File: src/flash_if_params.svh
/*
 Constants for the embedded flash interface: register offsets, field
 positions, reset values and timing figures.
 Assumes inclusion by bare name from the interface design and the bench.
*/
`ifndef FLASH_IF_PARAMS_SVH
`define FLASH_IF_PARAMS_SVH

// Register byte offsets on APB
`define OFS_CTRL      12'h000
`define OFS_WREN      12'h004
`define OFS_WIPEEN    12'h008
`define OFS_ADDR      12'h00C
`define OFS_DATA      12'h010
`define OFS_IRQEN     12'h014
`define OFS_IRQSRC    12'h018
`define OFS_IRQPEND   12'h01C
`define OFS_PRESCALE  12'h020
`define OFS_T_ERASE   12'h024
`define OFS_T_ME      12'h028
`define OFS_T_NVS     12'h02C
`define OFS_T_PGS     12'h030
`define OFS_T_PROG    12'h034
`define OFS_T_NVH     12'h038
`define OFS_T_NVHL    12'h03C
`define OFS_T_RCV     12'h040
`define OFS_STATUS    12'h044

// Control register fields
`define CTRL_INFO     0
`define CTRL_BUSY     15
// Enable register fields
`define EN_START      0
`define EN_MASS       1
// Info-row address bits
`define INFO_ROW_BIT  5

// Interrupt source bits
`define IRQ_DONE      0
`define IRQ_RANGE     1
`define IRQ_BUSYRD    2

// Timing figures (microseconds) and clock rate
`define CLK_MHZ       20
`define T_PROG_US     20
`define T_ERASE_US    40000
`define T_ME_US       100000
`define T_SHORT_US    10
`define CYC(us)       ((us) * `CLK_MHZ)

`endif

File: src/flash_if_pkg.sv
/*
 Types for the embedded flash interface.
 Assumes nothing beyond the constants header.
*/
package flash_if_pkg;
    typedef enum logic [2:0] {
        MODE_STANDBY,
        MODE_READ,
        MODE_PROGRAM,
        MODE_PAGE_ERASE,
        MODE_MASS_ERASE
    } mode_t;

    typedef enum logic [3:0] {
        ST_IDLE,
        ST_NVS,
        ST_PGS,
        ST_PROG,
        ST_ERASE,
        ST_NVH,
        ST_RCV
    } seq_t;
endpackage

File: src/flash_if.sv
/*
 Embedded flash interface unit: APB registers, interval sequencer and array
 strobe encoder for one 16-bit flash array instance.
 Assumes an APB master on I_REF_CLK and a unit-select input that marks
 this instance as the active one.
*/
// Summary of operation
// - Register writes are ignored unless this instance is the active one.
// - Same register layout in every instance, control at offset zero.
// - Upper program-array instance is this same module, different base.
// - Array split into main block and information block at start.
// - Info address: bits 0-4 word, bit 5 row, bits 6-15 zero.
// - Page erase clears eight 32-word rows, or both info rows.
// - Array strobes encoded per mode; standby drives all of them low except info select.
// - Info select routes operations; mass erase with it hits both.
// - Control, enables, address, data, irq, divisor, eight time limits.
// - Sequencer times setup, program, hold, erase and recovery intervals.
// - Default limits meet 20 us program, 40 ms, 100 ms erases.
// - Data-array instance is this same single-port module.
// - Erase sets bits to one; program only clears bits.
// - Array returns to standby when no operation is running.
`timescale 1ns/1ns
`include "flash_if_params.svh"

module flash_if #(
    parameter int AW       = 16,        // Array word address width
    parameter int LIMIT_W  = 24,        // Width of time-limit registers
    parameter logic [23:0] T_ERASE_CYC = 24'(`CYC(`T_ERASE_US)),
    parameter logic [23:0] T_ME_CYC    = 24'(`CYC(`T_ME_US))
) (
    input  wire logic          I_REF_CLK,   // System clock 20 MHz
    input  wire logic          I_RST,       // Async reset, high
    input  wire logic          I_UNIT_ACT,  // This instance is active
    input  wire logic          I_PSEL,      // APB select
    input  wire logic          I_PENABLE,   // APB access phase
    input  wire logic          I_PWRITE,    // APB direction
    input  wire logic [11:0]   I_PADDR,     // APB byte address
    input  wire logic [31:0]   I_PWDATA,    // APB write data
    output logic      [31:0]   O_PRDATA,    // APB read data
    output logic               O_PREADY,    // APB ready
    output logic               O_PSLVERR,   // APB error
    input  wire logic          I_RD_REQ,    // Core read request
    input  wire logic [AW-1:0] I_RD_ADDR,   // Core read address
    input  wire logic [15:0]   I_ARR_DOUT,  // Array read data
    output logic      [15:0]   O_RD_DATA,   // Read data to core
    output logic      [AW-1:0] O_ARR_ADDR,  // Array address
    output logic      [15:0]   O_ARR_DIN,   // Array write data
    output logic               O_ROW_EN,    // row_enable
    output logic               O_COL_EN,    // column_enable
    output logic               O_SENSE_EN,  // sense_amp_enable
    output logic               O_OUT_EN,    // Array output enable
    output logic               O_PROG,      // Program strobe
    output logic               O_ERASE,     // Erase strobe
    output logic               O_WHOLE_SEL, // whole_array_select
    output logic               O_HV_STROBE, // high_voltage_strobe
    output logic               O_INFO_SEL,  // info_block_select
    output logic               O_IRQ        // Level interrupt
);
    flash_if_pkg::seq_t  st_ff, nxt_st;
    flash_if_pkg::mode_t mode_ff, nxt_mode;
    logic [15:0]  ctrl_ff, nxt_ctrl, wren_ff, nxt_wren, div_ff, nxt_div;
    logic [15:0]  wipe_ff, nxt_wipe, addr_ff, nxt_addr, rd_ff, nxt_rd;
    logic [15:0]  data_ff, nxt_data, irqen_ff, nxt_irqen;
    logic [15:0]  irqsrc_ff, nxt_irqsrc, pre_ff, nxt_pre;
    logic [LIMIT_W-1:0] lim_ff [8];
    logic [LIMIT_W-1:0] nxt_lim [8];
    logic [LIMIT_W-1:0] cnt_ff, nxt_cnt;
    logic [31:0]  prdata_ff, nxt_prdata;
    logic         tick, wr_acc, rd_acc, hit, busy, done_ev;
    logic         range_ev, busyrd_ev, info_mode;
    logic [3:0]   lim_sel;
    logic [LIMIT_W-1:0] cur_lim;

    assign wr_acc = I_PSEL & I_PENABLE & I_PWRITE;
    assign rd_acc = I_PSEL & I_PENABLE & ~I_PWRITE;
    assign busy   = (st_ff != flash_if_pkg::ST_IDLE);
    assign info_mode = ctrl_ff[`CTRL_INFO];
    assign O_PREADY  = 1'b1;
    assign O_PRDATA  = prdata_ff;

    // Address decode, unmapped offsets answer with error
    // one shared map
    always_comb begin
        hit = 1'b1;
        case (I_PADDR)
            `OFS_CTRL, `OFS_WREN, `OFS_WIPEEN, `OFS_ADDR, `OFS_DATA,
            `OFS_IRQEN, `OFS_IRQSRC, `OFS_IRQPEND, `OFS_PRESCALE,
            `OFS_T_ERASE, `OFS_T_ME, `OFS_T_NVS, `OFS_T_PGS,
            `OFS_T_PROG, `OFS_T_NVH, `OFS_T_NVHL, `OFS_T_RCV,
            `OFS_STATUS: hit = 1'b1;
            default: hit = 1'b0;
        endcase
    end
    assign O_PSLVERR = I_PSEL & I_PENABLE & ~hit;
    assign lim_sel   = 4'(I_PADDR[5:2] - 4'h9);

    // Prescaler: one-cycle tick every divisor+1 clocks
    // prescaled timer base
    always_comb begin
        tick = (div_ff == pre_ff);
        nxt_div = (tick || !busy) ? 16'h0000 : div_ff + 16'h0001;
    end

    // Limit for the current interval
    // interval selection
    always_comb begin
        case (st_ff)
            flash_if_pkg::ST_NVS:   cur_lim = lim_ff[2];
            flash_if_pkg::ST_PGS:   cur_lim = lim_ff[3];
            flash_if_pkg::ST_PROG:  cur_lim = lim_ff[4];
            flash_if_pkg::ST_ERASE: cur_lim =
                (mode_ff == flash_if_pkg::MODE_MASS_ERASE) ?
                lim_ff[1] : lim_ff[0];
            flash_if_pkg::ST_NVH:   cur_lim =
                (mode_ff == flash_if_pkg::MODE_MASS_ERASE) ?
                lim_ff[6] : lim_ff[5];
            flash_if_pkg::ST_RCV:   cur_lim = lim_ff[7];
            default:                cur_lim = '0;
        endcase
    end

    // Sequencer next state and interval counter
    always_comb begin
        nxt_st   = st_ff;
        nxt_mode = mode_ff;
        nxt_cnt  = cnt_ff;
        done_ev  = 1'b0;
        if (st_ff == flash_if_pkg::ST_IDLE) begin
            nxt_cnt = '0;
            nxt_mode = I_RD_REQ ? flash_if_pkg::MODE_READ :
                                  flash_if_pkg::MODE_STANDBY;
            if (I_UNIT_ACT && wr_acc && I_PADDR == `OFS_WREN &&
                I_PWDATA[`EN_START]) begin
                nxt_mode = flash_if_pkg::MODE_PROGRAM;
                nxt_st   = flash_if_pkg::ST_NVS;
            end else if (I_UNIT_ACT && wr_acc && I_PADDR == `OFS_WIPEEN &&
                         I_PWDATA[`EN_START]) begin
                nxt_mode = I_PWDATA[`EN_MASS] ?
                    flash_if_pkg::MODE_MASS_ERASE :
                    flash_if_pkg::MODE_PAGE_ERASE;
                nxt_st   = flash_if_pkg::ST_NVS;
            end
        end else if (tick) begin
            if (cnt_ff >= cur_lim) begin
                nxt_cnt = '0;
                case (st_ff)
                    flash_if_pkg::ST_NVS: nxt_st =
                        (mode_ff == flash_if_pkg::MODE_PROGRAM) ?
                        flash_if_pkg::ST_PGS : flash_if_pkg::ST_ERASE;
                    flash_if_pkg::ST_PGS:   nxt_st = flash_if_pkg::ST_PROG;
                    flash_if_pkg::ST_PROG:  nxt_st = flash_if_pkg::ST_NVH;
                    flash_if_pkg::ST_ERASE: nxt_st = flash_if_pkg::ST_NVH;
                    flash_if_pkg::ST_NVH:   nxt_st = flash_if_pkg::ST_RCV;
                    flash_if_pkg::ST_RCV: begin
                        nxt_st   = flash_if_pkg::ST_IDLE;
                        nxt_mode = flash_if_pkg::MODE_STANDBY;
                        done_ev  = 1'b1;
                    end
                    default: nxt_st = flash_if_pkg::ST_IDLE;
                endcase
            end else begin
                nxt_cnt = cnt_ff + 1'b1;
            end
        end
    end

    // Core read path: info row range check and busy refusal
    // info address checks
    always_comb begin
        range_ev  = I_RD_REQ && !busy && info_mode &&
                    (I_RD_ADDR[AW-1:`INFO_ROW_BIT+1] != '0);
        busyrd_ev = I_RD_REQ && busy;
        nxt_rd    = (mode_ff == flash_if_pkg::MODE_READ) ? I_ARR_DOUT : rd_ff;
    end

    // Register file next values
    // full register set
    always_comb begin
        nxt_ctrl  = ctrl_ff;
        nxt_wren  = wren_ff;
        nxt_wipe  = wipe_ff;
        nxt_addr  = addr_ff;
        nxt_data  = data_ff;
        nxt_irqen = irqen_ff;
        nxt_pre   = pre_ff;
        nxt_lim   = lim_ff;
        nxt_irqsrc = irqsrc_ff;
        nxt_prdata = prdata_ff;
        // writes only to the active unit
        if (wr_acc && I_UNIT_ACT && !busy) begin
            case (I_PADDR)
                `OFS_CTRL:     nxt_ctrl  = I_PWDATA[15:0] & 16'h0001;
                `OFS_WREN:     nxt_wren  = I_PWDATA[15:0];
                `OFS_WIPEEN:   nxt_wipe  = I_PWDATA[15:0];
                `OFS_ADDR:     nxt_addr  = I_PWDATA[15:0];
                `OFS_DATA:     nxt_data  = I_PWDATA[15:0];
                `OFS_IRQEN:    nxt_irqen = I_PWDATA[15:0];
                `OFS_PRESCALE: nxt_pre   = I_PWDATA[15:0];
                default: begin
                    if (I_PADDR >= `OFS_T_ERASE && I_PADDR <= `OFS_T_RCV)
                        nxt_lim[lim_sel[2:0]] = I_PWDATA[LIMIT_W-1:0];
                end
            endcase
        end
        // Reading the source register clears it; new events win
        if (rd_acc && I_PADDR == `OFS_IRQSRC)
            nxt_irqsrc = 16'h0000;
        nxt_irqsrc[`IRQ_DONE]   = nxt_irqsrc[`IRQ_DONE]   | done_ev;
        nxt_irqsrc[`IRQ_RANGE]  = nxt_irqsrc[`IRQ_RANGE]  | range_ev;
        nxt_irqsrc[`IRQ_BUSYRD] = nxt_irqsrc[`IRQ_BUSYRD] | busyrd_ev;
        if (I_PSEL && !I_PENABLE && !I_PWRITE) begin
            case (I_PADDR)
                `OFS_CTRL:    nxt_prdata = {16'h0000, busy, ctrl_ff[14:0]};
                `OFS_WREN:    nxt_prdata = {16'h0000, wren_ff};
                `OFS_WIPEEN:  nxt_prdata = {16'h0000, wipe_ff};
                `OFS_ADDR:    nxt_prdata = {16'h0000, addr_ff};
                `OFS_DATA:    nxt_prdata = {16'h0000, data_ff};
                `OFS_IRQEN:   nxt_prdata = {16'h0000, irqen_ff};
                `OFS_IRQSRC:  nxt_prdata = {16'h0000, irqsrc_ff};
                `OFS_IRQPEND: nxt_prdata = {16'h0000, irqsrc_ff & irqen_ff};
                `OFS_PRESCALE: nxt_prdata = {16'h0000, pre_ff};
                `OFS_STATUS:  nxt_prdata = {28'h000_0000, 1'b0, st_ff[2:0]};
                default: begin
                    nxt_prdata = 32'h0000_0000;
                    if (I_PADDR >= `OFS_T_ERASE && I_PADDR <= `OFS_T_RCV)
                        nxt_prdata = 32'(lim_ff[lim_sel[2:0]]);
                end
            endcase
        end
    end

    // All state registers; limits reset to safe defaults
    // default interval limits
    always_ff @(posedge I_REF_CLK or posedge I_RST) begin
        if (I_RST) begin
            st_ff     <= flash_if_pkg::ST_IDLE;
            mode_ff   <= flash_if_pkg::MODE_STANDBY;
            ctrl_ff   <= 16'h0000;
            wren_ff   <= 16'h0000;
            wipe_ff   <= 16'h0000;
            addr_ff   <= 16'h0000;
            data_ff   <= 16'h0000;
            irqen_ff  <= 16'h0000;
            irqsrc_ff <= 16'h0000;
            pre_ff    <= 16'h0000;
            div_ff    <= 16'h0000;
            cnt_ff    <= '0;
            rd_ff     <= 16'h0000;
            prdata_ff <= 32'h0000_0000;
            lim_ff[0] <= LIMIT_W'(T_ERASE_CYC);
            lim_ff[1] <= LIMIT_W'(T_ME_CYC);
            lim_ff[2] <= LIMIT_W'(`CYC(`T_SHORT_US));
            lim_ff[3] <= LIMIT_W'(`CYC(`T_SHORT_US));
            lim_ff[4] <= LIMIT_W'(`CYC(`T_PROG_US));
            lim_ff[5] <= LIMIT_W'(`CYC(`T_SHORT_US));
            lim_ff[6] <= LIMIT_W'(`CYC(`T_ME_US));
            lim_ff[7] <= LIMIT_W'(`CYC(`T_SHORT_US));
        end else begin
            st_ff     <= nxt_st;
            mode_ff   <= nxt_mode;
            ctrl_ff   <= nxt_ctrl;
            wren_ff   <= nxt_wren;
            wipe_ff   <= nxt_wipe;
            addr_ff   <= nxt_addr;
            data_ff   <= nxt_data;
            irqen_ff  <= nxt_irqen;
            irqsrc_ff <= nxt_irqsrc;
            pre_ff    <= nxt_pre;
            div_ff    <= nxt_div;
            cnt_ff    <= nxt_cnt;
            rd_ff     <= nxt_rd;
            prdata_ff <= nxt_prdata;
            lim_ff    <= nxt_lim;
        end
    end

    // Array strobe encoding per mode and interval
    // strobe truth table
    always_comb begin
        O_ROW_EN = 1'b0; O_COL_EN = 1'b0; O_SENSE_EN = 1'b0;
        O_OUT_EN = 1'b0; O_PROG = 1'b0; O_ERASE = 1'b0;
        O_WHOLE_SEL = 1'b0; O_HV_STROBE = 1'b0;
        case (mode_ff)
            flash_if_pkg::MODE_READ: begin
                O_ROW_EN = 1'b1; O_COL_EN = 1'b1;
                O_SENSE_EN = 1'b1; O_OUT_EN = 1'b1;
            end
            flash_if_pkg::MODE_PROGRAM: begin
                O_ROW_EN = (st_ff != flash_if_pkg::ST_RCV);
                O_PROG = (st_ff == flash_if_pkg::ST_NVS) ||
                         (st_ff == flash_if_pkg::ST_PGS) ||
                         (st_ff == flash_if_pkg::ST_PROG);
                O_COL_EN = (st_ff == flash_if_pkg::ST_PROG);
                O_HV_STROBE = O_ROW_EN && (st_ff != flash_if_pkg::ST_NVS);
            end
            flash_if_pkg::MODE_PAGE_ERASE,
            flash_if_pkg::MODE_MASS_ERASE: begin
                O_ROW_EN = (st_ff != flash_if_pkg::ST_RCV);
                O_ERASE  = (st_ff == flash_if_pkg::ST_NVS) ||
                           (st_ff == flash_if_pkg::ST_ERASE);
                O_WHOLE_SEL = O_ROW_EN &&
                    (mode_ff == flash_if_pkg::MODE_MASS_ERASE);
                O_HV_STROBE = O_ROW_EN && (st_ff != flash_if_pkg::ST_NVS);
            end
            default: ;
        endcase
    end
    assign O_INFO_SEL = info_mode;
    assign O_ARR_ADDR = (mode_ff == flash_if_pkg::MODE_READ) ? I_RD_ADDR :
                        AW'(addr_ff);
    assign O_ARR_DIN  = data_ff;
    assign O_RD_DATA  = rd_ff;
    assign O_IRQ      = |(irqsrc_ff & irqen_ff);
endmodule

File: config.mk
export PLATFORM = sky130hd
export DESIGN_NAME = flash_if
export DESIGN_NICKNAME = d
export VERILOG_FILES = /design/src/flash_if_pkg.sv /design/src/flash_if.sv
export VERILOG_INCLUDE_DIRS = /design/src
export SDC_FILE = /design/constraint.sdc
export NUM_CORES = 1
export LEC_CHECK = 0
export CAP_MARGIN = 20
export CORE_MARGIN = 3
export CORE_UTILIZATION = 65
export DETAILED_ROUTE_END_ITERATION = 7
export DONT_BUFFER_PORTS = 1
export GPL_ROUTABILITY_DRIVEN = 0
export PLACE_DENSITY = 0.81
export SLEW_MARGIN = 0
export SYNTH_ARGS = -nofsm -noshare
export SYNTH_HDL_FRONTEND = slang
export SYNTH_SLANG_ARGS = --single-unit
File: constraint.sdc
create_clock -name I_REF_CLK -period 38.3 [get_ports I_REF_CLK]
set_input_delay 7.66 -clock I_REF_CLK [delete_from_list [all_inputs] [get_ports I_REF_CLK]]
set_output_delay 7.66 -clock I_REF_CLK [all_outputs]
set_load 0.03 [all_outputs]
==> results.sh <==
export IMPL_finish_utilization_pct=71.0
export IMPL_yosysUniqueCellTypes=72
export IMPL_fin_crit_sh_pct=44.2
export IMPL_vias=14900
export IMPL_finalPower_w=0.000964
export IMPL_ios=175
export IMPL_clock_path_buffers=3
export IMPL_numPortBuffers=0
export IMPL_ys_ff_latch=378
export IMPL_first_global_vias=15200
export IMPL_die_w_um=182
export IMPL_hold_viol_final=0
export IMPL_dr_pass1_iters=8
export IMPL_post_cts_buffers=0
export IMPL_hp_class="reg -> reg"
export IMPL_critPathMaxFanout=47
export IMPL_cts_hold_buf=0
export IMPL_slew_viol_final=0
export IMPL_leakagePower_nw=9.90
export IMPL_pre_cts_ws_ps=21450
export IMPL_final_common_cell="dfrtp_1"
export IMPL_hold_start="lim_ff[64]"
export IMPL_tightestPinTransition_ps=1120
export IMPL_grt_usage_pct=33.5
export IMPL_status="complete, but fails checks"
export IMPL_drcViolationCount=1
export IMPL_wl_um=56200
export IMPL_drive_gt1_share_pct=20.4
export IMPL_area_growth_pct=6.09
export IMPL_ys_top_cells_by_area="dfrtp_1, mux2_2, mux2_1, dfstp_2, nand2_1"
export IMPL_hold_end="lim_ff[64]"
export IMPL_htreeDepth=2
export IMPL_r2r_end="cnt_ff[20]"
export IMPL_worst_hold_path_num_cells=1
export IMPL_ys_seq_area_share_pct=47.3
export IMPL_maxCapViolCount=0
export IMPL_path_clk_slew_ps=50
export IMPL_antenna_found_initial=1
export IMPL_setup_viol_count_final=0
export IMPL_wire_per_inst_um=26.5
export IMPL_max_freq_ghz=0.0591
export IMPL_synth_top_area_share_pct=42.7
export IMPL_synth_largest_area_cell="dfrtp_1"
export IMPL_grt_overflow_total=0
export IMPL_synth_edf_count=0
export IMPL_dieArea_sq_mm=0.0331
export IMPL_initialDrtViolationCount=1862
export IMPL_coreArea_sq_mm=0.0300
export IMPL_ys_flop_type="dfrtp_1"
export IMPL_postRouteAntennaNets=0
export IMPL_relSlewSlack_pct=25.1
export IMPL_synthCells=1767
export IMPL_worst_r2r_path_depth=14
export IMPL_root_buffer="clkbuf_16"
export IMPL_clock_skew_ps=31.3
export IMPL_place_hpwl_um=34400
export IMPL_cts_tree="done"
export IMPL_setup_tns_ps=0
export IMPL_nets=1811
export IMPL_die_y_um=182
export IMPL_grt_pass1_wl_um=87100
export IMPL_ys_warn_count=0
export IMPL_fin_crit_ps=16910
export IMPL_numCtsBuffers=40
export IMPL_clkLatencyLatePin_ps=550
export IMPL_rows=63
export IMPL_vdd_drop_max_uv=49.8
export IMPL_mostFrequentLayoutCells="dfrtp_1, nand2_1, mux2_2"
export IMPL_syn_cell_area_sq_mm=0.0201
export IMPL_cts_num_sinks=378
export IMPL_rsz0062_at_grt="false"
export IMPL_start_util_pct=66.9
export IMPL_cp_required_ps=30640
export IMPL_post_cts_resized=0
export IMPL_antenna_cells=0
export IMPL_violations="design-rule violations"
export IMPL_setup_ws_ps=21390
export IMPL_critical_path_class="in -> out"
export IMPL_synth_area_per_cell_sq_um=11.4
export IMPL_grt_max_degree=187
export IMPL_cp_arrival_ps=9250
export IMPL_r2r_slack_ps=33280
export IMPL_worst_setup_path_end_kind="output port"
export IMPL_power_density_mw_per_mm2=45.2
export IMPL_viasPerCell=7.04
export IMPL_reg2reg_from="mode_ff[2]"
export IMPL_async_flop_share_pct=100
export IMPL_critPathLaunchType="input port"
## per-layer routing
metal  part of all wire [%]  global-route usage [%]  wire length, um
met1                     38                    44.9            21300
met2                     46                    52.3            26100
met3                     11                    8.57             6300
met4                    4.5                    14.1             2500
met5                  0.020                       0               11
## final cells by class
cell class / count / area, sq um
inverters: 15 / 63.8
repair buffers: 21 / 170
clock buffers: 67 / 1220
fillers: 2037 / 8720
clock inverters: 6 / 87.6
well taps: 390 / 488
flip-flops and latches: 378 / 9500
multi-input cells: 1241 / 9780
## power by group
group	switching, W	internal (W)	total (W)
clock network	0.000159	0.000231	0.000390
logic	0.0000897	0.0000344	0.000124
registers	0.0000374	0.000413	0.000450
total	0.000286	0.000678	0.000964
## sequential cells by signal, indices dropped and copies added, names as in the netlist
name,flops
lim_ff,192
O_PRDATA,24
cnt_ff,24
O_ARR_DIN,16
O_RD_DATA,16
addr_ff,16
div_ff,16
irqen_ff,16
pre_ff,16
wipe_ff,16
wren_ff,16
irqsrc_ff,3
mode_ff,3
st_ff,3
ctrl_ff,1
## synth_stat cells (17+ instances only)
master / instances
a21oi_1: 78
a22o_1: 19
a22oi_1: 70
buf_6: 17
clkbuf_1: 78
dfrtp_1: 343
dfstp_2: 35
ha_1: 31
mux2_1: 140
mux2_2: 171
mux2_4: 20
mux4_2: 18
nand2_1: 209
nand3_1: 30
nor2_1: 81
nor3_1: 47
o21ai_0: 37
o221ai_1: 20
xor2_1: 39
## worst max-delay path by stage
stage               startpoint  slack [ps]            to
finish              I_PADDR[2]       21390     O_PSLVERR
global route        I_PADDR[2]       21300     O_PSLVERR
CTS                 I_PADDR[2]       21440     O_PSLVERR
detailed placement  I_PADDR[2]       21450     O_PSLVERR
global placement    I_PADDR[2]       21480     O_PSLVERR
floorplan                I_RST       20200  O_ARR_DIN[0]
## logic make-up after synthesis
logic type               share of synthesized area [%]
multiplexers                                      21.7
buffers and inverters                             4.42
AO/OA/AOI/OAI                                     11.4
flip-flops                                        47.3
other                                           0.0374
XOR/XNOR                                          2.18
AND/OR/NAND/NOR                                   11.0
adder cells (fa/ha/maj)                           1.93
## per-stage QoR
stage / instance area [sq um] / cells / hold slack (ps)
2_1_floorplan: 20100 / 1774 / 451
3_3_place_gp: 20000 / 2045 / 463
3_5_place_dp: 20000 / 2045 / 482
4_1_cts: 21300 / 2118 / 494
5_1_grt: 21300 / 2118 / 511
6_report: 21300 / 2118 / 491
## worst max-delay path: stages
cell	delay, ps
ha_1	510
nor2_1	360
o22ai_1	130
a21oi_1	570
Power figures use the tool's default switching activity.
